<file path="src/common/sdt_regs.vh">
`ifndef SDT_REGS_VH
`define SDT_REGS_VH

// ====================================================================
// opcode bytes
`define SDT_OP_ESCAPE 8'h0F
`define SDT_OP_DECIMAL_ADJUST_ADD 8'h27
`define SDT_OP_DECIMAL_ADJUST_SUB 8'h2F
`define SDT_OP_ASCII_ADJUST_DIVIDE 8'hD5
`define SDT_OP_ASCII_DIVIDE_BASE 8'h0A
`define SDT_OP_HALT_INSTR 8'hF4
`define SDT_OP_ADJUST_REQUESTED_PRIVILEGE 8'h63
`define SDT_OP_PFX_LOCK 8'hF0
`define SDT_OP_PFX_ADDR_SIZE 8'h67
`define SDT_OP_PFX_OPND_SIZE 8'h66
`define SDT_OP_PFX_SEG_C 8'h2E
`define SDT_OP_PFX_SEG_D 8'h3E
`define SDT_OP_PFX_SEG_E 8'h26
`define SDT_OP_PFX_SEG_F 8'h64
`define SDT_OP_PFX_SEG_G 8'h65
`define SDT_OP_PFX_SEG_S 8'h36

// ====================================================================
// second opcode bytes after the escape
`define SDT_OP2_TABLE_GROUP_A 8'h00
`define SDT_OP2_TABLE_GROUP_B 8'h01
`define SDT_OP2_LOAD_ACCESS_RIGHTS 8'h02
`define SDT_OP2_LOAD_SEGMENT_LIMIT 8'h03
`define SDT_OP2_CLEAR_TASK_SWITCHED 8'h06
`define SDT_OP2_CACHE_INVALIDATE 8'h08
`define SDT_OP2_CACHE_WRITEBACK_INVALIDATE 8'h09
`define SDT_OP2_MOV_FROM_CTRL 8'h20
`define SDT_OP2_MOV_FROM_DEBUG 8'h21
`define SDT_OP2_MOV_TO_CTRL 8'h22
`define SDT_OP2_MOV_TO_DEBUG 8'h23
`define SDT_OP2_MOV_FROM_TEST 8'h24
`define SDT_OP2_MOV_TO_TEST 8'h26

// ====================================================================
// modrm fields
`define SDT_MOD_REGISTER 2'h3
`define SDT_FLD_0 3'h0
`define SDT_FLD_1 3'h1
`define SDT_FLD_2 3'h2
`define SDT_FLD_3 3'h3
`define SDT_FLD_4 3'h4
`define SDT_FLD_5 3'h5
`define SDT_FLD_6 3'h6
`define SDT_FLD_7 3'h7

// ====================================================================
// instruction classes reported with each completion
`define SDT_CL_UNKNOWN 6'h00
`define SDT_CL_DECIMAL_ADJUST_ADD 6'h01
`define SDT_CL_DECIMAL_ADJUST_SUB 6'h02
`define SDT_CL_ASCII_ADJUST_DIVIDE 6'h03
`define SDT_CL_HALT_INSTR 6'h04
`define SDT_CL_CONTROL_REG_ZERO_WR 6'h05
`define SDT_CL_CTRL_OTHER_WR 6'h06
`define SDT_CL_CTRL_RD 6'h07
`define SDT_CL_DEBUG_WR 6'h08
`define SDT_CL_DEBUG_RD 6'h09
`define SDT_CL_TEST_REG_THREE_WR 6'h0A
`define SDT_CL_TEST_OTHER_WR 6'h0B
`define SDT_CL_TEST_REG_THREE_RD 6'h0C
`define SDT_CL_TEST_OTHER_RD 6'h0D
`define SDT_CL_CLEAR_TASK_SWITCHED 6'h0E
`define SDT_CL_CACHE_INVALIDATE 6'h0F
`define SDT_CL_CACHE_WRITEBACK_INVALIDATE 6'h10
`define SDT_CL_TRANSLATION_ENTRY_INVALIDATE 6'h11
`define SDT_CL_PREFIX 6'h12
`define SDT_CL_ADJUST_REQUESTED_PRIVILEGE 6'h13
`define SDT_CL_LOAD_ACCESS_RIGHTS 6'h14
`define SDT_CL_LOAD_GLOBAL_TABLE 6'h15
`define SDT_CL_LOAD_INTERRUPT_TABLE 6'h16
`define SDT_CL_LOAD_LOCAL_TABLE 6'h17
`define SDT_CL_LOAD_MACHINE_STATUS 6'h18
`define SDT_CL_LOAD_SEGMENT_LIMIT 6'h19
`define SDT_CL_LOAD_TASK_REG 6'h1A
`define SDT_CL_STORE_GLOBAL_TABLE 6'h1B
`define SDT_CL_STORE_INTERRUPT_TABLE 6'h1C
`define SDT_CL_STORE_LOCAL_TABLE 6'h1D
`define SDT_CL_STORE_MACHINE_STATUS 6'h1E
`define SDT_CL_STORE_TASK_REG 6'h1F
`define SDT_CL_VERIFY_READ_ACCESS 6'h20
`define SDT_CL_VERIFY_WRITE_ACCESS 6'h21

// ====================================================================
// clock counts (hit value, then miss penalty)
`define SDT_CLK_ZERO 5'h00
`define SDT_CLK_1 5'h01
`define SDT_CLK_2 5'h02
`define SDT_CLK_3 5'h03
`define SDT_CLK_4 5'h04
`define SDT_CLK_5 5'h05
`define SDT_CLK_6 5'h06
`define SDT_CLK_7 5'h07
`define SDT_CLK_9 5'h09
`define SDT_CLK_10 5'h0A
`define SDT_CLK_11 5'h0B
`define SDT_CLK_12 5'h0C
`define SDT_CLK_13 5'h0D
`define SDT_CLK_14 5'h0E
`define SDT_CLK_16 5'h10
`define SDT_CLK_20 5'h14

`endif

</file>
<file path="src/rtl/sdt_clock_table.v">
`timescale 1ns/1ns
`default_nettype none
`include "sdt_regs.vh"

module sdt_clock_table (
   // lookup key
   input wire [5:0] opClass,
   input wire memOperand,
   input wire cacheMiss,
   // result
   output reg [4:0] totalClocks
);

   reg [4:0] hitClocks;
   reg [4:0] missPenalty;

   // ====================================================================
   // hit count and miss penalty per class
   always @* begin
      hitClocks = `SDT_CLK_1;
      missPenalty = `SDT_CLK_ZERO;
      case (opClass)
         `SDT_CL_DECIMAL_ADJUST_ADD, `SDT_CL_DECIMAL_ADJUST_SUB: hitClocks = `SDT_CLK_2;
         `SDT_CL_ASCII_ADJUST_DIVIDE: hitClocks = `SDT_CLK_14;
         `SDT_CL_HALT_INSTR: hitClocks = `SDT_CLK_4;
         `SDT_CL_CONTROL_REG_ZERO_WR: begin
            hitClocks = `SDT_CLK_16;
            missPenalty = `SDT_CLK_2;
         end
         `SDT_CL_CTRL_OTHER_WR, `SDT_CL_CTRL_RD: hitClocks = `SDT_CLK_4;
         `SDT_CL_DEBUG_WR: hitClocks = `SDT_CLK_11;
         `SDT_CL_DEBUG_RD: hitClocks = `SDT_CLK_10;
         `SDT_CL_TEST_REG_THREE_WR: hitClocks = `SDT_CLK_6;
         `SDT_CL_TEST_REG_THREE_RD: hitClocks = `SDT_CLK_3;
         `SDT_CL_TEST_OTHER_WR, `SDT_CL_TEST_OTHER_RD: hitClocks = `SDT_CLK_4;
         `SDT_CL_CLEAR_TASK_SWITCHED: begin
            hitClocks = `SDT_CLK_7;
            missPenalty = `SDT_CLK_2;
         end
         `SDT_CL_CACHE_INVALIDATE: hitClocks = `SDT_CLK_4;
         `SDT_CL_CACHE_WRITEBACK_INVALIDATE: hitClocks = `SDT_CLK_5;
         `SDT_CL_PREFIX: hitClocks = `SDT_CLK_1;
         `SDT_CL_ADJUST_REQUESTED_PRIVILEGE: hitClocks = `SDT_CLK_9;
         `SDT_CL_LOAD_ACCESS_RIGHTS: begin
            hitClocks = `SDT_CLK_11;
            missPenalty = memOperand ? `SDT_CLK_5 : `SDT_CLK_3;
         end
         `SDT_CL_LOAD_GLOBAL_TABLE, `SDT_CL_LOAD_INTERRUPT_TABLE: begin
            hitClocks = `SDT_CLK_11;
            missPenalty = `SDT_CLK_5;
         end
         `SDT_CL_LOAD_LOCAL_TABLE: begin
            hitClocks = `SDT_CLK_11;
            missPenalty = memOperand ? `SDT_CLK_6 : `SDT_CLK_3;
         end
         `SDT_CL_LOAD_MACHINE_STATUS: begin
            hitClocks = `SDT_CLK_13;
            missPenalty = memOperand ? `SDT_CLK_1 : `SDT_CLK_ZERO;
         end
         `SDT_CL_LOAD_SEGMENT_LIMIT: begin
            hitClocks = `SDT_CLK_10;
            missPenalty = memOperand ? `SDT_CLK_6 : `SDT_CLK_3;
         end
         `SDT_CL_LOAD_TASK_REG: hitClocks = `SDT_CLK_20;
         `SDT_CL_STORE_GLOBAL_TABLE, `SDT_CL_STORE_INTERRUPT_TABLE: hitClocks = `SDT_CLK_10;
         `SDT_CL_STORE_LOCAL_TABLE, `SDT_CL_STORE_TASK_REG: begin
            hitClocks = memOperand ? `SDT_CLK_3 : `SDT_CLK_2;
         end
         `SDT_CL_STORE_MACHINE_STATUS: begin
            hitClocks = memOperand ? `SDT_CLK_3 : `SDT_CLK_2;
         end
         `SDT_CL_VERIFY_READ_ACCESS, `SDT_CL_VERIFY_WRITE_ACCESS: begin
            hitClocks = `SDT_CLK_11;
            missPenalty = memOperand ? `SDT_CLK_7 : `SDT_CLK_3;
         end
         default: begin
            hitClocks = `SDT_CLK_1;
            missPenalty = `SDT_CLK_ZERO;
         end
      endcase
   end

   // ====================================================================
   // total time; the entry invalidate is the odd one: a miss is faster
   always @* begin
      if (opClass == `SDT_CL_TRANSLATION_ENTRY_INVALIDATE) begin
         totalClocks = cacheMiss ? `SDT_CLK_11 : `SDT_CLK_12;
      end else if (cacheMiss) begin
         totalClocks = hitClocks + missPenalty;
      end else begin
         totalClocks = hitClocks;
      end
   end

endmodule // sdt_clock_table

`default_nettype wire

</file>
<file path="src/rtl/sdt_cycle_counter.v">
`timescale 1ns/1ns
`default_nettype none
`include "sdt_regs.vh"

module sdt_cycle_counter (
   // clock and reset
   input wire clk,
   input wire srst,
   // load side
   input wire load,
   input wire [4:0] loadValue,
   // status
   output wire busy,
   output wire lastCycle
);

   reg [4:0] count_q;

   // ====================================================================
   // down counter, one count per execution clock
   always @(posedge clk) begin
      if (srst) begin
         count_q <= `SDT_CLK_ZERO;
      end else if (load) begin
         count_q <= loadValue;
      end else if (count_q != `SDT_CLK_ZERO) begin
         count_q <= count_q - `SDT_CLK_1;
      end
   end

   assign busy = (count_q != `SDT_CLK_ZERO);
   assign lastCycle = (count_q == `SDT_CLK_1);

endmodule // sdt_cycle_counter

`default_nettype wire

</file>
<file path="src/rtl/sdt_decoder.v">
`timescale 1ns/1ns
`default_nettype none
`include "sdt_regs.vh"

module sdt_decoder (
   // clock and reset
   input wire clk,
   input wire srst,
   // instruction byte stream from the prefetcher
   input wire byteValid,
   input wire [7:0] byteData,
   output wire byteReady,
   // operand cache outcome for the instruction being finished
   input wire cacheMiss,
   // completion report
   output wire instrDone,
   output wire busy,
   output reg [5:0] instrClass_q,
   output reg [4:0] instrClocks_q,
   output reg memOperand_q,
   output reg unknownOp_q
);

   // ====================================================================
   // decode states
   localparam [2:0] ST_FIRST = 3'h0;
   localparam [2:0] ST_ESCAPE = 3'h1;
   localparam [2:0] ST_DIVIDE = 3'h2;
   localparam [2:0] ST_MODRM = 3'h3;

   reg [2:0] state_q;
   reg [2:0] state_d;
   reg [7:0] pendOp_q;
   reg [7:0] pendOp_d;
   reg pendEscape_q;
   reg pendEscape_d;
   reg finish;
   reg [5:0] classD;
   reg memD;
   wire take;
   wire [4:0] totalClocks;
   wire [1:0] modField;
   wire [2:0] regField;
   wire isMem;

   // a byte is only taken while no instruction is executing
   assign take = byteValid && byteReady;
   assign byteReady = !busy;
   assign modField = byteData[7:6];
   assign regField = byteData[5:3];
   assign isMem = (modField != `SDT_MOD_REGISTER);

   // ====================================================================
   // byte-by-byte decode
   always @* begin
      state_d = state_q;
      pendOp_d = pendOp_q;
      pendEscape_d = pendEscape_q;
      finish = 1'b0;
      classD = `SDT_CL_UNKNOWN;
      memD = 1'b0;
      if (take) begin
         case (state_q)
            ST_FIRST: begin
               finish = 1'b1;
               case (byteData)
                  `SDT_OP_DECIMAL_ADJUST_ADD: classD = `SDT_CL_DECIMAL_ADJUST_ADD;
                  `SDT_OP_DECIMAL_ADJUST_SUB: classD = `SDT_CL_DECIMAL_ADJUST_SUB;
                  `SDT_OP_HALT_INSTR: classD = `SDT_CL_HALT_INSTR;
                  `SDT_OP_PFX_LOCK, `SDT_OP_PFX_ADDR_SIZE, `SDT_OP_PFX_OPND_SIZE,
                  `SDT_OP_PFX_SEG_C, `SDT_OP_PFX_SEG_D, `SDT_OP_PFX_SEG_E,
                  `SDT_OP_PFX_SEG_F, `SDT_OP_PFX_SEG_G, `SDT_OP_PFX_SEG_S: begin
                     classD = `SDT_CL_PREFIX;
                  end
                  `SDT_OP_ASCII_ADJUST_DIVIDE: begin
                     finish = 1'b0;
                     state_d = ST_DIVIDE;
                  end
                  `SDT_OP_ESCAPE: begin
                     finish = 1'b0;
                     state_d = ST_ESCAPE;
                  end
                  `SDT_OP_ADJUST_REQUESTED_PRIVILEGE: begin
                     finish = 1'b0;
                     pendOp_d = byteData;
                     pendEscape_d = 1'b0;
                     state_d = ST_MODRM;
                  end
                  default: classD = `SDT_CL_UNKNOWN;
               endcase
            end
            ST_DIVIDE: begin
               // any second byte but the base-ten one is not ours
               finish = 1'b1;
               state_d = ST_FIRST;
               if (byteData == `SDT_OP_ASCII_DIVIDE_BASE) begin
                  classD = `SDT_CL_ASCII_ADJUST_DIVIDE;
               end
            end
            ST_ESCAPE: begin
               state_d = ST_FIRST;
               case (byteData)
                  `SDT_OP2_CLEAR_TASK_SWITCHED: begin
                     finish = 1'b1;
                     classD = `SDT_CL_CLEAR_TASK_SWITCHED;
                  end
                  `SDT_OP2_CACHE_INVALIDATE: begin
                     finish = 1'b1;
                     classD = `SDT_CL_CACHE_INVALIDATE;
                  end
                  `SDT_OP2_CACHE_WRITEBACK_INVALIDATE: begin
                     finish = 1'b1;
                     classD = `SDT_CL_CACHE_WRITEBACK_INVALIDATE;
                  end
                  `SDT_OP2_TABLE_GROUP_A, `SDT_OP2_TABLE_GROUP_B,
                  `SDT_OP2_LOAD_ACCESS_RIGHTS, `SDT_OP2_LOAD_SEGMENT_LIMIT,
                  `SDT_OP2_MOV_FROM_CTRL, `SDT_OP2_MOV_FROM_DEBUG,
                  `SDT_OP2_MOV_TO_CTRL, `SDT_OP2_MOV_TO_DEBUG,
                  `SDT_OP2_MOV_FROM_TEST, `SDT_OP2_MOV_TO_TEST: begin
                     // these carry a modrm byte that picks the variant
                     pendOp_d = byteData;
                     pendEscape_d = 1'b1;
                     state_d = ST_MODRM;
                  end
                  default: begin
                     finish = 1'b1;
                     classD = `SDT_CL_UNKNOWN;
                  end
               endcase
            end
            ST_MODRM: begin
               finish = 1'b1;
               state_d = ST_FIRST;
               memD = isMem;
               if (!pendEscape_q) begin
                  classD = `SDT_CL_ADJUST_REQUESTED_PRIVILEGE;
               end else begin
                  case (pendOp_q)
                     `SDT_OP2_MOV_TO_CTRL: begin
                        // moves to and from special registers are register only
                        memD = 1'b0;
                        if (regField == `SDT_FLD_0) begin
                           classD = `SDT_CL_CONTROL_REG_ZERO_WR;
                        end else begin
                           classD = `SDT_CL_CTRL_OTHER_WR;
                        end
                     end
                     `SDT_OP2_MOV_FROM_CTRL: begin
                        memD = 1'b0;
                        classD = `SDT_CL_CTRL_RD;
                     end
                     `SDT_OP2_MOV_TO_DEBUG: begin
                        memD = 1'b0;
                        classD = `SDT_CL_DEBUG_WR;
                     end
                     `SDT_OP2_MOV_FROM_DEBUG: begin
                        memD = 1'b0;
                        classD = `SDT_CL_DEBUG_RD;
                     end
                     `SDT_OP2_MOV_TO_TEST: begin
                        memD = 1'b0;
                        classD = (regField == `SDT_FLD_3) ? `SDT_CL_TEST_REG_THREE_WR :
                           `SDT_CL_TEST_OTHER_WR;
                     end
                     `SDT_OP2_MOV_FROM_TEST: begin
                        memD = 1'b0;
                        classD = (regField == `SDT_FLD_3) ? `SDT_CL_TEST_REG_THREE_RD :
                           `SDT_CL_TEST_OTHER_RD;
                     end
                     `SDT_OP2_LOAD_ACCESS_RIGHTS: classD = `SDT_CL_LOAD_ACCESS_RIGHTS;
                     `SDT_OP2_LOAD_SEGMENT_LIMIT: classD = `SDT_CL_LOAD_SEGMENT_LIMIT;
                     `SDT_OP2_TABLE_GROUP_A: begin
                        case (regField)
                           `SDT_FLD_0: classD = `SDT_CL_STORE_LOCAL_TABLE;
                           `SDT_FLD_1: classD = `SDT_CL_LOAD_TASK_REG;
                           `SDT_FLD_2: classD = `SDT_CL_LOAD_LOCAL_TABLE;
                           `SDT_FLD_3: classD = `SDT_CL_STORE_TASK_REG;
                           `SDT_FLD_4: classD = `SDT_CL_VERIFY_READ_ACCESS;
                           `SDT_FLD_5: classD = `SDT_CL_VERIFY_WRITE_ACCESS;
                           default: classD = `SDT_CL_UNKNOWN;
                        endcase
                     end
                     `SDT_OP2_TABLE_GROUP_B: begin
                        case (regField)
                           `SDT_FLD_0: classD = `SDT_CL_STORE_GLOBAL_TABLE;
                           `SDT_FLD_1: classD = `SDT_CL_STORE_INTERRUPT_TABLE;
                           `SDT_FLD_2: classD = `SDT_CL_LOAD_GLOBAL_TABLE;
                           `SDT_FLD_3: classD = `SDT_CL_LOAD_INTERRUPT_TABLE;
                           `SDT_FLD_4: classD = `SDT_CL_STORE_MACHINE_STATUS;
                           `SDT_FLD_6: classD = `SDT_CL_LOAD_MACHINE_STATUS;
                           `SDT_FLD_7: begin
                              // entry invalidate needs a memory operand
                              classD = isMem ? `SDT_CL_TRANSLATION_ENTRY_INVALIDATE :
                                 `SDT_CL_UNKNOWN;
                           end
                           default: classD = `SDT_CL_UNKNOWN;
                        endcase
                     end
                     default: classD = `SDT_CL_UNKNOWN;
                  endcase
               end
            end
            default: begin
               finish = 1'b0;
               state_d = ST_FIRST;
            end
         endcase
      end
   end

   // ====================================================================
   // timing lookup for the instruction being finished this cycle
   sdt_clock_table uTable (
      .opClass(classD),
      .memOperand(memD),
      .cacheMiss(cacheMiss),
      .totalClocks(totalClocks)
   );

   // execution occupancy; the stream stalls until the count runs out
   sdt_cycle_counter uCounter (
      .clk(clk),
      .srst(srst),
      .load(finish),
      .loadValue(totalClocks),
      .busy(busy),
      .lastCycle(instrDone)
   );

   // ====================================================================
   // decode state and held opcode
   always @(posedge clk) begin
      if (srst) begin
         state_q <= ST_FIRST;
         pendOp_q <= 8'h00;
         pendEscape_q <= 1'b0;
      end else begin
         state_q <= state_d;
         pendOp_q <= pendOp_d;
         pendEscape_q <= pendEscape_d;
      end
   end

   // ====================================================================
   // completion report, captured when the last byte is taken
   always @(posedge clk) begin
      if (srst) begin
         instrClass_q <= `SDT_CL_UNKNOWN;
         instrClocks_q <= `SDT_CLK_ZERO;
         memOperand_q <= 1'b0;
         unknownOp_q <= 1'b0;
      end else if (finish) begin
         instrClass_q <= classD;
         instrClocks_q <= totalClocks;
         memOperand_q <= memD;
         unknownOp_q <= (classD == `SDT_CL_UNKNOWN);
      end
   end

endmodule // sdt_decoder

`default_nettype wire

</file>
<file path="config.mk">
export PLATFORM = sky130hd
export DESIGN_NAME = sdt_decoder
export DESIGN_NICKNAME = d
export VERILOG_FILES = /design/src/rtl/sdt_clock_table.v /design/src/rtl/sdt_cycle_counter.v /design/src/rtl/sdt_decoder.v
export VERILOG_INCLUDE_DIRS = /design/src /design/src/common
export SDC_FILE = /design/constraint.sdc
export NUM_CORES = 1
export LEC_CHECK = 0
export CAP_MARGIN = 10
export CORE_ASPECT_RATIO = 0.8
export CORE_MARGIN = 4
export CORE_UTILIZATION = 50
export DETAILED_ROUTE_END_ITERATION = 10
export DONT_BUFFER_PORTS = 1
export GPL_TIMING_DRIVEN = 0
export REMOVE_ABC_BUFFERS = 1
export SYNTH_ARGS = -nofsm -noshare
export SYNTH_HDL_FRONTEND = slang
export SYNTH_SLANG_ARGS = --single-unit
</file>
<file path="constraint.sdc">
create_clock -name clk -period 5.2 [get_ports clk]
set_input_delay 0.78 -clock clk [delete_from_list [all_inputs] [get_ports clk]]
set_output_delay 0.78 -clock clk [all_outputs]
set_load 0.02 [all_outputs]
</file>
## Word-level counts from Yosys, hierarchy flattened

Cells that the tools add are included.

- $add $sub $neg: 2
- Equal/unequal tests: 83
- Muxes and demuxes: 42
- Reductions and logical operators: 26

Operators with widths:

| kind | number |
|---|---|
| == test 8 x 6 -> 1 bit (second input constant) | 17 |
| == test 6 x 5 -> 1 bit (second input constant) | 15 |
| one-hot mux 5 bit (14 select lines) | 1 |
| one-hot mux 6 bit (10 select lines) | 1 |
| == test 6 x 4 -> 1 bit (second input constant) | 8 |
| == test 8 x 7 -> 1 bit (second input constant) | 5 |
| one-hot mux 6 bit (6 select lines) | 1 |
| one-hot mux 5 bit (7 select lines) | 1 |
| == test 8 x 2 -> 1 bit (second input constant) | 4 |
| == test 8 x 4 -> 1 bit (second input constant) | 4 |
| one-hot mux 5 bit (6 select lines) | 1 |
| 2-to-1 mux 5 bit | 5 |
| == test 6 x 3 -> 1 bit (second input constant) | 4 |
| == test 8 bit (second input constant) | 3 |
| one-hot mux 6 bit (4 select lines) | 1 |
| one-hot mux 5 bit (4 select lines) | 1 |
| == test 8 x 1 -> 1 bit (second input constant) | 2 |
| zero test 8 bit | 2 |
| 2-to-1 mux 8 bit | 2 |
| one-hot mux 8 bit (2 select lines) | 1 |
| one-hot mux 5 bit (3 select lines) | 1 |
| 2-to-1 mux 1 bit | 13 |
| == test 3 x 2 -> 1 bit (second input constant) | 4 |
| == test 3 bit (second input constant) | 4 |
| other kinds (33) | 52 |

- Register bits: 30
- Input port bits: 12
- Logic and storage cells: 161

## Logic depth before layout (Yosys ltp)

Gate-level depths: netlist of run 1.

- Depth in word-level cells: 14
- Depth in mapped cells: 19
- Mapped depth without buffers: 18

## By module

Synthesis of run 1 repeated with hierarchy kept, for this count alone.

- Cell total of the unflattened synthesis: 356
- Area, all modules: 2,743.9 um^2

By module, submodules not included:

| module | instances | cells an instance | area an instance (um^2) | sequential area each (um^2) |
|---|---|---|---|---|
| sdt_decoder | 1 | 225 | 1,781.7 | 480.5 |
| sdt_clock_table | 1 | 94 | 631.9 | 0.0 |
| sdt_cycle_counter | 1 | 37 | 330.3 | 100.1 |

## Worst setup path before layout of run 1

OpenSTA, ideal clock, no wires.

- Path kind: input -> register
- From: in byteData[1]
- To: reg instrClocks_q[2]
- Data arrival time: 4.153 ns
- Data required time: 5.129 ns
- Slack: 0.976 ns
- Stages: 17
- Cells stage by stage: clkbuf_1 > and3b_1 > o211ai_1 > nand4_1 > or4_1 > buf_2 > a41o_1 > nand2_1 > o2111ai_1 > o41ai_2 > ha_1 > inv_1 > fa_1 > xor2_1 > o21ai_0 > o311ai_1 > a21oi_1

- Word-level cells in the longest chain between the ends: 11
- Elaborated cells between the ends (all ways): 86
- Classes of those cells: 1 x add/sub; 59 x eq/ne; 13 x mux; 13 x reduce/logical

RTL lines:

| what | RTL line | text |
|---|---|---|
| start, declared | sdt_decoder.v:11 | `input wire [7:0] byteData,` |
| == test 8 x 6 -> 1 bit (tied with other cells) | sdt_decoder.v:66, sdt_decoder.v:102 |  |
| OR reduction 9 bit | sdt_decoder.v:66 | `case (byteData)` |
| one-hot mux 5 bit (4 select lines) | sdt_decoder.v:66 |  |
| one-hot mux 6 bit (4 select lines) | sdt_decoder.v:63 | `case (state_q)` |
| 2-to-1 mux 6 bit | sdt_decoder.v:62 | `if (take) begin` |
| == test 6 x 4 -> 1 bit (tied with other cells) | sdt_clock_table.v:22 | `case (opClass)` |
| OR reduction 7 bit (no source line) (tied with other cells) | n/a |  |
| one-hot mux 5 bit (14 select lines) or one-hot mux 5 bit (6 select lines) (tied branches) | sdt_clock_table.v:22 |  |
| adder 5 bit | sdt_clock_table.v:89 | `totalClocks = hitClocks + missPenalty;` |
| 2-to-1 mux 5 bit | sdt_clock_table.v:88 | `end else if (cacheMiss) begin` |
| 2-to-1 mux 5 bit | sdt_clock_table.v:86 | `` if (opClass == `SDT_CL_TRANSLATION_ENTRY_INVALIDATE) begin `` |
| end signal, assigned | sdt_decoder.v:249 | `` instrClocks_q <= `SDT_CLK_ZERO; `` |
| end signal, assigned | sdt_decoder.v:254 | `instrClocks_q <= totalClocks;` |
| end, declared | sdt_decoder.v:19 | `output reg [4:0] instrClocks_q,` |

Parallel ways exist; a longest one is shown, timed or not.
A chain may end at the register's enable or synchronous reset.

## Worst setup path after layout of run 1

- From: reg state_q[1]
- To: reg instrClocks_q[2]

- Word-level cells in the longest chain between the ends: 9
- Elaborated cells between the ends (all ways): 62
- Classes of those cells: 1 x add/sub; 35 x eq/ne; 15 x mux; 11 x reduce/logical

RTL lines:

| what | RTL line | text |
|---|---|---|
| start, declared | sdt_decoder.v:31 | `reg [2:0] state_q;` |
| start signal, assigned | sdt_decoder.v:238 | `state_q <= state_d;` |
| == test 3 x 2 -> 1 bit (tied with other cells) | sdt_decoder.v:63 |  |
| one-hot mux 6 bit (4 select lines) | sdt_decoder.v:63 |  |
| 2-to-1 mux 6 bit | sdt_decoder.v:62 |  |
| == test 6 x 4 -> 1 bit (tied with other cells) | sdt_clock_table.v:22 |  |
| OR reduction 7 bit (no source line) (tied with other cells) | n/a |  |
| one-hot mux 5 bit (14 select lines) or one-hot mux 5 bit (6 select lines) (tied branches) | sdt_clock_table.v:22 |  |
| adder 5 bit | sdt_clock_table.v:89 |  |
| 2-to-1 mux 5 bit | sdt_clock_table.v:88 |  |
| 2-to-1 mux 5 bit | sdt_clock_table.v:86 |  |

Parallel ways exist; a longest one is shown, timed or not.

==> results of run 1 <==
state kept, by name, indices dropped and copies added, names as in the netlist:
signal and cells:
pendOp_q 8, instrClass_q 6, instrClocks_q 5, uCounter.count_q 5
state_q 2, memOperand_q 1, pendEscape_q 1, unknownOp_q 1
power by group through the flow:
stage	Clock, W	Sequential (W)	Combinational [W]
after global routing	0.000262	0.000285	0.000249
final	0.000247	0.000281	0.000219
after detailed placement	0	0.000286	0.000215
after floorplan	0	0.000281	0.000171
after CTS	0.000253	0.000281	0.000217
after global placement	0	0.000287	0.000214
cell families after synthesis:
logic type	Yosys count	synth area share (%)
XOR/XNOR	10	3.19
flip-flops	29	21.1
multiplexers	7	2.55
adder cells (fa/ha/maj)	6	3.01
buffers and inverters	41	6.56
AND/OR/NAND/NOR	173	35.8
AO/OA/AOI/OAI	108	27.8
worst max path at each step:
| stage | slack [ns] | endpoint | start |
|---|---|---|---|
| 2_1_floorplan | 0.97 | instrClocks_q[2] | byteData[1] |
| 3_3_place_gp | -0.04 | uCounter.count_q[2] | byteData[1] |
| 3_5_place_dp | -0.06 | instrClocks_q[2] | byteData[1] |
| 4_1_cts | 0.22 | instrClocks_q[2] | byteData[1] |
| 5_1_grt | 0.16 | instrClocks_q[2] | uCounter.count_q[2] |
| 6_report | 0.42 | instrClocks_q[2] | state_q[1] |
worst min-delay path: stages (launching register included):
cell,delay [ns]
dfxtp_1,0.32
o31ai_1,0.06
a21oi_1,0.06
cell usage in the layout, fill, tap and decap left out, types with 7 or more instances in the layout:
master    n
nor3_1   12
o21ai_1   7
o21ai_0  17
nor2b_1   9
nor2_1   38
nand3_1  11
inv_1    13
dfxtp_1  29
a21oi_1  28
nand4_1  14
nand2_1  28
mux2i_1   7
layer usage:
layer,vias to the layer above,share of wire [%]
met5,-,0
met4,0,0.81
met1,1287,49
met3,16,12
li1,1376,-
met2,184,38
metrics by stage:
step / utilization (%) / power (W) / hold WS (ns) / setup WS (ns) / setup TNS, ns
after floorplan: - / 0.000452 / 0.443 / 0.969 / 0
after global placement: 52.3 / 0.000501 / 0.462 / -0.0435 / -0.0860
after detailed placement: 52.4 / 0.000502 / 0.458 / -0.0622 / -0.111
after CTS: 54.6 / 0.000751 / 0.472 / 0.225 / 0
after global routing: 54.8 / 0.000796 / 0.504 / 0.158 / 0
final: 54.8 / 0.000747 / 0.473 / 0.421 / 0
area by class of cell:
cell class	count	area [sq um]
Inverter	13	48.8
Tap cell	62	77.6
Clock buffer	7	86.3
Timing Repair Buffer	2	12.5
Multi-Input combinational cell	304	1990
Sequential cell	29	581
Fill cell	500	2330
Clock inverter	1	30.0
==> results.sh, run 1 <==
export IMPL_num_io_pins=28
export IMPL_busiest_layer="met1"
export IMPL_reg2reg_setup_slack_ns=0.42
export IMPL_final_cells=418
export IMPL_max_freq_mhz=209
export IMPL_rsz0062_at_grt="false"
export IMPL_via_per_inst=6.85
export IMPL_slowest_stage="dfxtp_1"
export IMPL_status="complete, no violations"
export IMPL_worstPathCellList="nand2_1 > or4_4 > o21bai_1 > o221a_4 > nor2_1 > o311ai_0 > o32a_1 > o41ai_2 > ha_1 > inv_1 > fa_1 > xor2_1 > o21ai_0 > o311ai_1 > a21oi_1"
export IMPL_ant_nets=0
export IMPL_grtUsageMet3_pct=6.57
export IMPL_min_period_ns=4.78
export IMPL_die_y_microns=74.3
export IMPL_layout_drive_gt1_share_pct=7.30
export IMPL_cts_tree="yes"
export IMPL_synth_top_area_cell="dfxtp_1"
export IMPL_placeableCoreArea_sq_mm=0.00515
export IMPL_initial_core_util_pct=53.3
export IMPL_crit_arrival_ns=5.00
export IMPL_seq_power_share_pct=37.7
export IMPL_routed_wirelength_mm=8.04
export IMPL_grt_pass1_vias=2490
export IMPL_whs_endpoint="uCounter.count_q[4]"
export IMPL_ys_seq_area_share_pct=21.1
export IMPL_drtIter0Drc=471
export IMPL_cp_buffers_inverters=1
export IMPL_final_net_count=373
export IMPL_power_per_cell_area_mw_per_mm2=265
export IMPL_synth_main_ff_cell="dfxtp_1"
export IMPL_cp_depth=15
export IMPL_die_width_microns=90.9
export IMPL_cp_max_fo=23
export IMPL_synth_edf_count=0
export IMPL_syn_area_sq_mm=0.00275
export IMPL_cp_start_kind="flop"
export IMPL_min_path_type="flop to flop"
export IMPL_worst_setup_path_end_kind="flop"
export IMPL_ys_types=69
export IMPL_postSynthCellCount=374
export IMPL_p_sw_share_pct=37.7
export IMPL_synth_warnings=0
export IMPL_period_share_pct=91.9
export IMPL_rr_endpoint="instrClocks_q[2]"
export IMPL_fin_worst_skew_ns=0.00883
export IMPL_antenna_found_initial=0
export IMPL_relSlewSlack_pct=41.4
export IMPL_vdd_drop_max_v=0.000310
export IMPL_drv_cap=0
export IMPL_hpwl_mm=5.83
export IMPL_max_stage_delay_ns=0.64
export IMPL_row_count=23
export IMPL_post_cts_buffers=0
export IMPL_grt_pass1_wl_mm=12.9
export IMPL_place_gp_congestion=0.916
export IMPL_yosys_area_top_type_share_pct=21.1
export IMPL_drv_slew=0
export IMPL_root_buffer="clkbuf_8"
export IMPL_grt_usage_pct=23.8
export IMPL_p_int_w=0.000466
export IMPL_r2r_start="state_q[1]"
export IMPL_numCtsBuffers=5
export IMPL_n_antenna_cell=0
export IMPL_hp_start="uCounter.count_q[4]"
export IMPL_p_leak_nw=0.960
export IMPL_hold_depth=2
export IMPL_via_count=2863
export IMPL_crit_family="compound AO/OA/AOI/OAI gates"
export IMPL_place_inst=409
export IMPL_pwr_share_comb_pct=29.3
export IMPL_hold_viol=0
export IMPL_crit_type="flop to flop"
export IMPL_cts_resized=0
export IMPL_ys_ff_latch=29
export IMPL_cts_buffer_depth=2
export IMPL_ctsHoldBuffers=0
export IMPL_die_area_sq_mm=0.00675
export IMPL_clockPowerShare_pct=33.1
export IMPL_portBuffers=0
export IMPL_fin_area_sq_mm=0.00282
export IMPL_r2r_cells=15
export IMPL_post_route_drc_count=0
export IMPL_async_reset_ff_share_pct=0
export IMPL_worst_pin_slew_ns=0.879
export IMPL_globalRouteOverflowTotal=0
export IMPL_gr_usage_met2_pct=32.0
export IMPL_synth_area_leaders="dfxtp_1 (21%), nor2_1 (5.2%), a21oi_1 (5.1%)"
export IMPL_cts_sinks=29
export IMPL_dpl_cell_area_sq_mm=0.00270
export IMPL_clock_latency_ns=0.28
export IMPL_required_ns=5.42
export IMPL_grt_max_degree=28
export IMPL_cts_reportedPaths_clkPinSlew_ns=0.07
export IMPL_yosys_cell_count_top_type="nor2_1"
export IMPL_met1_usage_pct=37.5
export IMPL_wl_per_cell_microns=19.2
export IMPL_htree_levels=2
export IMPL_firstDrtPassIters=5
export IMPL_syn2layout_area_growth_pct=2.73
export IMPL_avgSynthCellArea_sq_um=7.34
export IMPL_setup_violations_final=0
export IMPL_power_switching_w=0.000281
export IMPL_synth_top_cells_by_count="nor2_1 (38), dfxtp_1 (29), a21oi_1 (28), nand2_1 (28), clkbuf_1 (21)"
(Power assumes the default switching activity.)
==> run 2, diff against run 1 <==
MAX_ROUTING_LAYER = met4   (was default)
==> results.sh, run 2 (synthesis gave the netlist of run 1 again) <==
export IMPL_ant_nets=0
export IMPL_final_cells=418
export IMPL_hold_viol=0
export IMPL_drv_slew=0
export IMPL_cts_resized=0
export IMPL_layout_cells_most_common="nor2_1"
export IMPL_grt_max_degree=28
export IMPL_required_ns=5.42
export IMPL_grt_pass1_wl_mm=12.9
export IMPL_regMostFlops="pendOp_q"
export IMPL_die_y_microns=74.3
export IMPL_cts_sinks=29
export IMPL_cp_max_fo=23
export IMPL_period_share_pct=91.1
export IMPL_placeableCoreArea_sq_mm=0.00515
export IMPL_layout_drive_gt1_share_pct=7.30
export IMPL_clock_latency_ns=0.28
export IMPL_fin_util_pct=54.8
export IMPL_firstDrtPassIters=6
export IMPL_p_leak_nw=0.960
export IMPL_r2r_cells=15
export IMPL_syn2layout_area_growth_pct=2.73
export IMPL_globalRouteOverflowTotal=0
export IMPL_largest_reg_flops=8
export IMPL_worstPathCellList="nand2_1 > or4_4 > o21bai_1 > o221a_4 > nor2_1 > o311ai_0 > o32a_1 > o41ai_2 > ha_1 > inv_1 > fa_1 > xor2_1 > o21ai_0 > o311ai_1 > a21oi_1"
export IMPL_p_sw_share_pct=37.6
export IMPL_power_total_w=0.000746
export IMPL_relSlewSlack_pct=39.9
export IMPL_die_area_sq_mm=0.00675
export IMPL_initial_core_util_pct=53.3
export IMPL_n_antenna_cell=0
export IMPL_fin_ws_ns=0.463
export IMPL_cp_start_kind="flop"
export IMPL_place_inst=409
export IMPL_cts_reportedPaths_clkPinSlew_ns=0.07
export IMPL_hp_start="uCounter.count_q[4]"
export IMPL_ctsHoldBuffers=0
export IMPL_reg2reg_setup_slack_ns=0.46
export IMPL_dp_worst_setup_slack_ns=-0.0622
export IMPL_reg_top3="pendOp_q: 8 flops, instrClass_q: 6 flops"
export IMPL_vdd_drop_max_v=0.000310
export IMPL_grt_usage_pct=24.6
export IMPL_whs_endpoint="uCounter.count_q[4]"
export IMPL_cts_buffer_depth=2
export IMPL_portBuffers=0
export IMPL_antenna_found_initial=0
export IMPL_fin_worst_skew_ns=0.00806
export IMPL_power_per_cell_area_mw_per_mm2=264
export IMPL_final_net_count=373
export IMPL_power_switching_w=0.000280
export IMPL_worst_setup_path_end_kind="flop"
export IMPL_dpl_cell_area_sq_mm=0.00270
export IMPL_routed_wirelength_mm=7.98
export IMPL_via_per_inst=6.95
export IMPL_grt_pass1_vias=2484
export IMPL_rr_endpoint="instrClocks_q[2]"
export IMPL_worst_pin_slew_ns=0.902
export IMPL_via_count=2906
export IMPL_rsz0062_at_grt="false"
export IMPL_die_width_microns=90.9
export IMPL_post_cts_buffers=0
export IMPL_numCtsBuffers=5
export IMPL_fin_area_sq_mm=0.00282
export IMPL_max_freq_mhz=211
export IMPL_final_cell_mix="nor2_1 (38), dfxtp_1 (29), a21oi_1 (28), nand2_1 (28), o21ai_0 (17)"
export IMPL_pwr_share_comb_pct=29.1
export IMPL_min_path_type="flop to flop"
export IMPL_fill_cells=500
export IMPL_num_io_pins=28
export IMPL_min_period_ns=4.74
export IMPL_p_int_w=0.000466
export IMPL_drtIter0Drc=335
export IMPL_cp_buffers_inverters=1
export IMPL_htree_levels=2
export IMPL_wl_per_cell_microns=19.1
export IMPL_cts_tree="yes"
export IMPL_slowest_stage="dfxtp_1"
export IMPL_setup_violations_final=0
export IMPL_crit_arrival_ns=4.95
export IMPL_status="complete, no violations"
export IMPL_max_stage_delay_ns=0.63
export IMPL_hold_depth=2
export IMPL_row_count=23
export IMPL_seq_power_share_pct=37.8
export IMPL_clockPowerShare_pct=33.1
export IMPL_root_buffer="clkbuf_8"
export IMPL_crit_type="flop to flop"
export IMPL_place_gp_congestion=0.932
export IMPL_post_route_drc_count=0
export IMPL_drv_cap=0
export IMPL_crit_family="compound AO/OA/AOI/OAI gates"
export IMPL_hpwl_mm=5.83
export IMPL_r2r_start="state_q[1]"
run 2: cell counts in the layout (fill, tap and decap cells not counted):
No cell type changed its count.
run 2: stage by stage:
stage | hold WS, ns | setup TNS [ns]
after floorplan | 0.443 | 0
after global placement | 0.462 | -0.0860
after detailed placement | 0.458 | -0.111
after CTS | 0.472 | 0
after global routing | 0.504 | 0
final | 0.474 | 0
run 2: worst max-delay path by stage:
| stage | startpoint | end | slack, ns | cells after the start |
|---|---|---|---|---|
| floorplan | byteData[1] | instrClocks_q[2] | 0.97 | 14 |
| global placement | byteData[1] | uCounter.count_q[2] | -0.04 | 14 |
| detailed placement | byteData[1] | instrClocks_q[2] | -0.06 | 14 |
| CTS | byteData[1] | instrClocks_q[2] | 0.22 | 14 |
| global route | uCounter.count_q[2] | instrClocks_q[2] | 0.15 | 15 |
| finish | state_q[1] | instrClocks_q[2] | 0.46 | 15 |
run 2: worst reg2reg max path: stages (launching register included):
cell,delay (ns)
dfxtp_1,0.63
nand2_1,0.25
or4_4,0.50
o21bai_1,0.19
o221a_4,0.33
nor2_1,0.45
o311ai_0,0.20
o32a_1,0.22
o41ai_2,0.44
ha_1,0.24
inv_1,0.05
fa_1,0.39
xor2_1,0.18
o21ai_0,0.17
o311ai_1,0.21
a21oi_1,0.21
run 2: area by class of cell:
type	count	area (sq um)	area share, %
multi-input cells	304	1990	70.4
flip-flops and latches	29	581	20.6
clock inverters	1	30.0	1.06
repair buffers	2	12.5	0.443
clock buffers	7	86.3	3.06
inverters	13	48.8	1.73
well taps	62	77.6	2.75
run 2: power groups by stage:
stage / clock network [W] / logic (W) / registers (W)
3_5_place_dp: 0 / 0.000215 / 0.000286
4_1_cts: 0.000253 / 0.000217 / 0.000281
6_report: 0.000247 / 0.000217 / 0.000282
5_1_grt: 0.000262 / 0.000249 / 0.000285
3_3_place_gp: 0 / 0.000214 / 0.000287
2_1_floorplan: 0 / 0.000171 / 0.000281
run 2: routing by layer:
layer | global-route usage (%) | wire, microns | vias to the layer above | part of all wire, %
li1 | - | - | 1375 | -
met4 | 3.85 | 66 | 0 | 0.83
met2 | 31.9 | 3100 | 185 | 39
met1 | 38.2 | 3870 | 1334 | 49
met5 | - | 0 | - | 0
met3 | 5.66 | 942 | 12 | 12
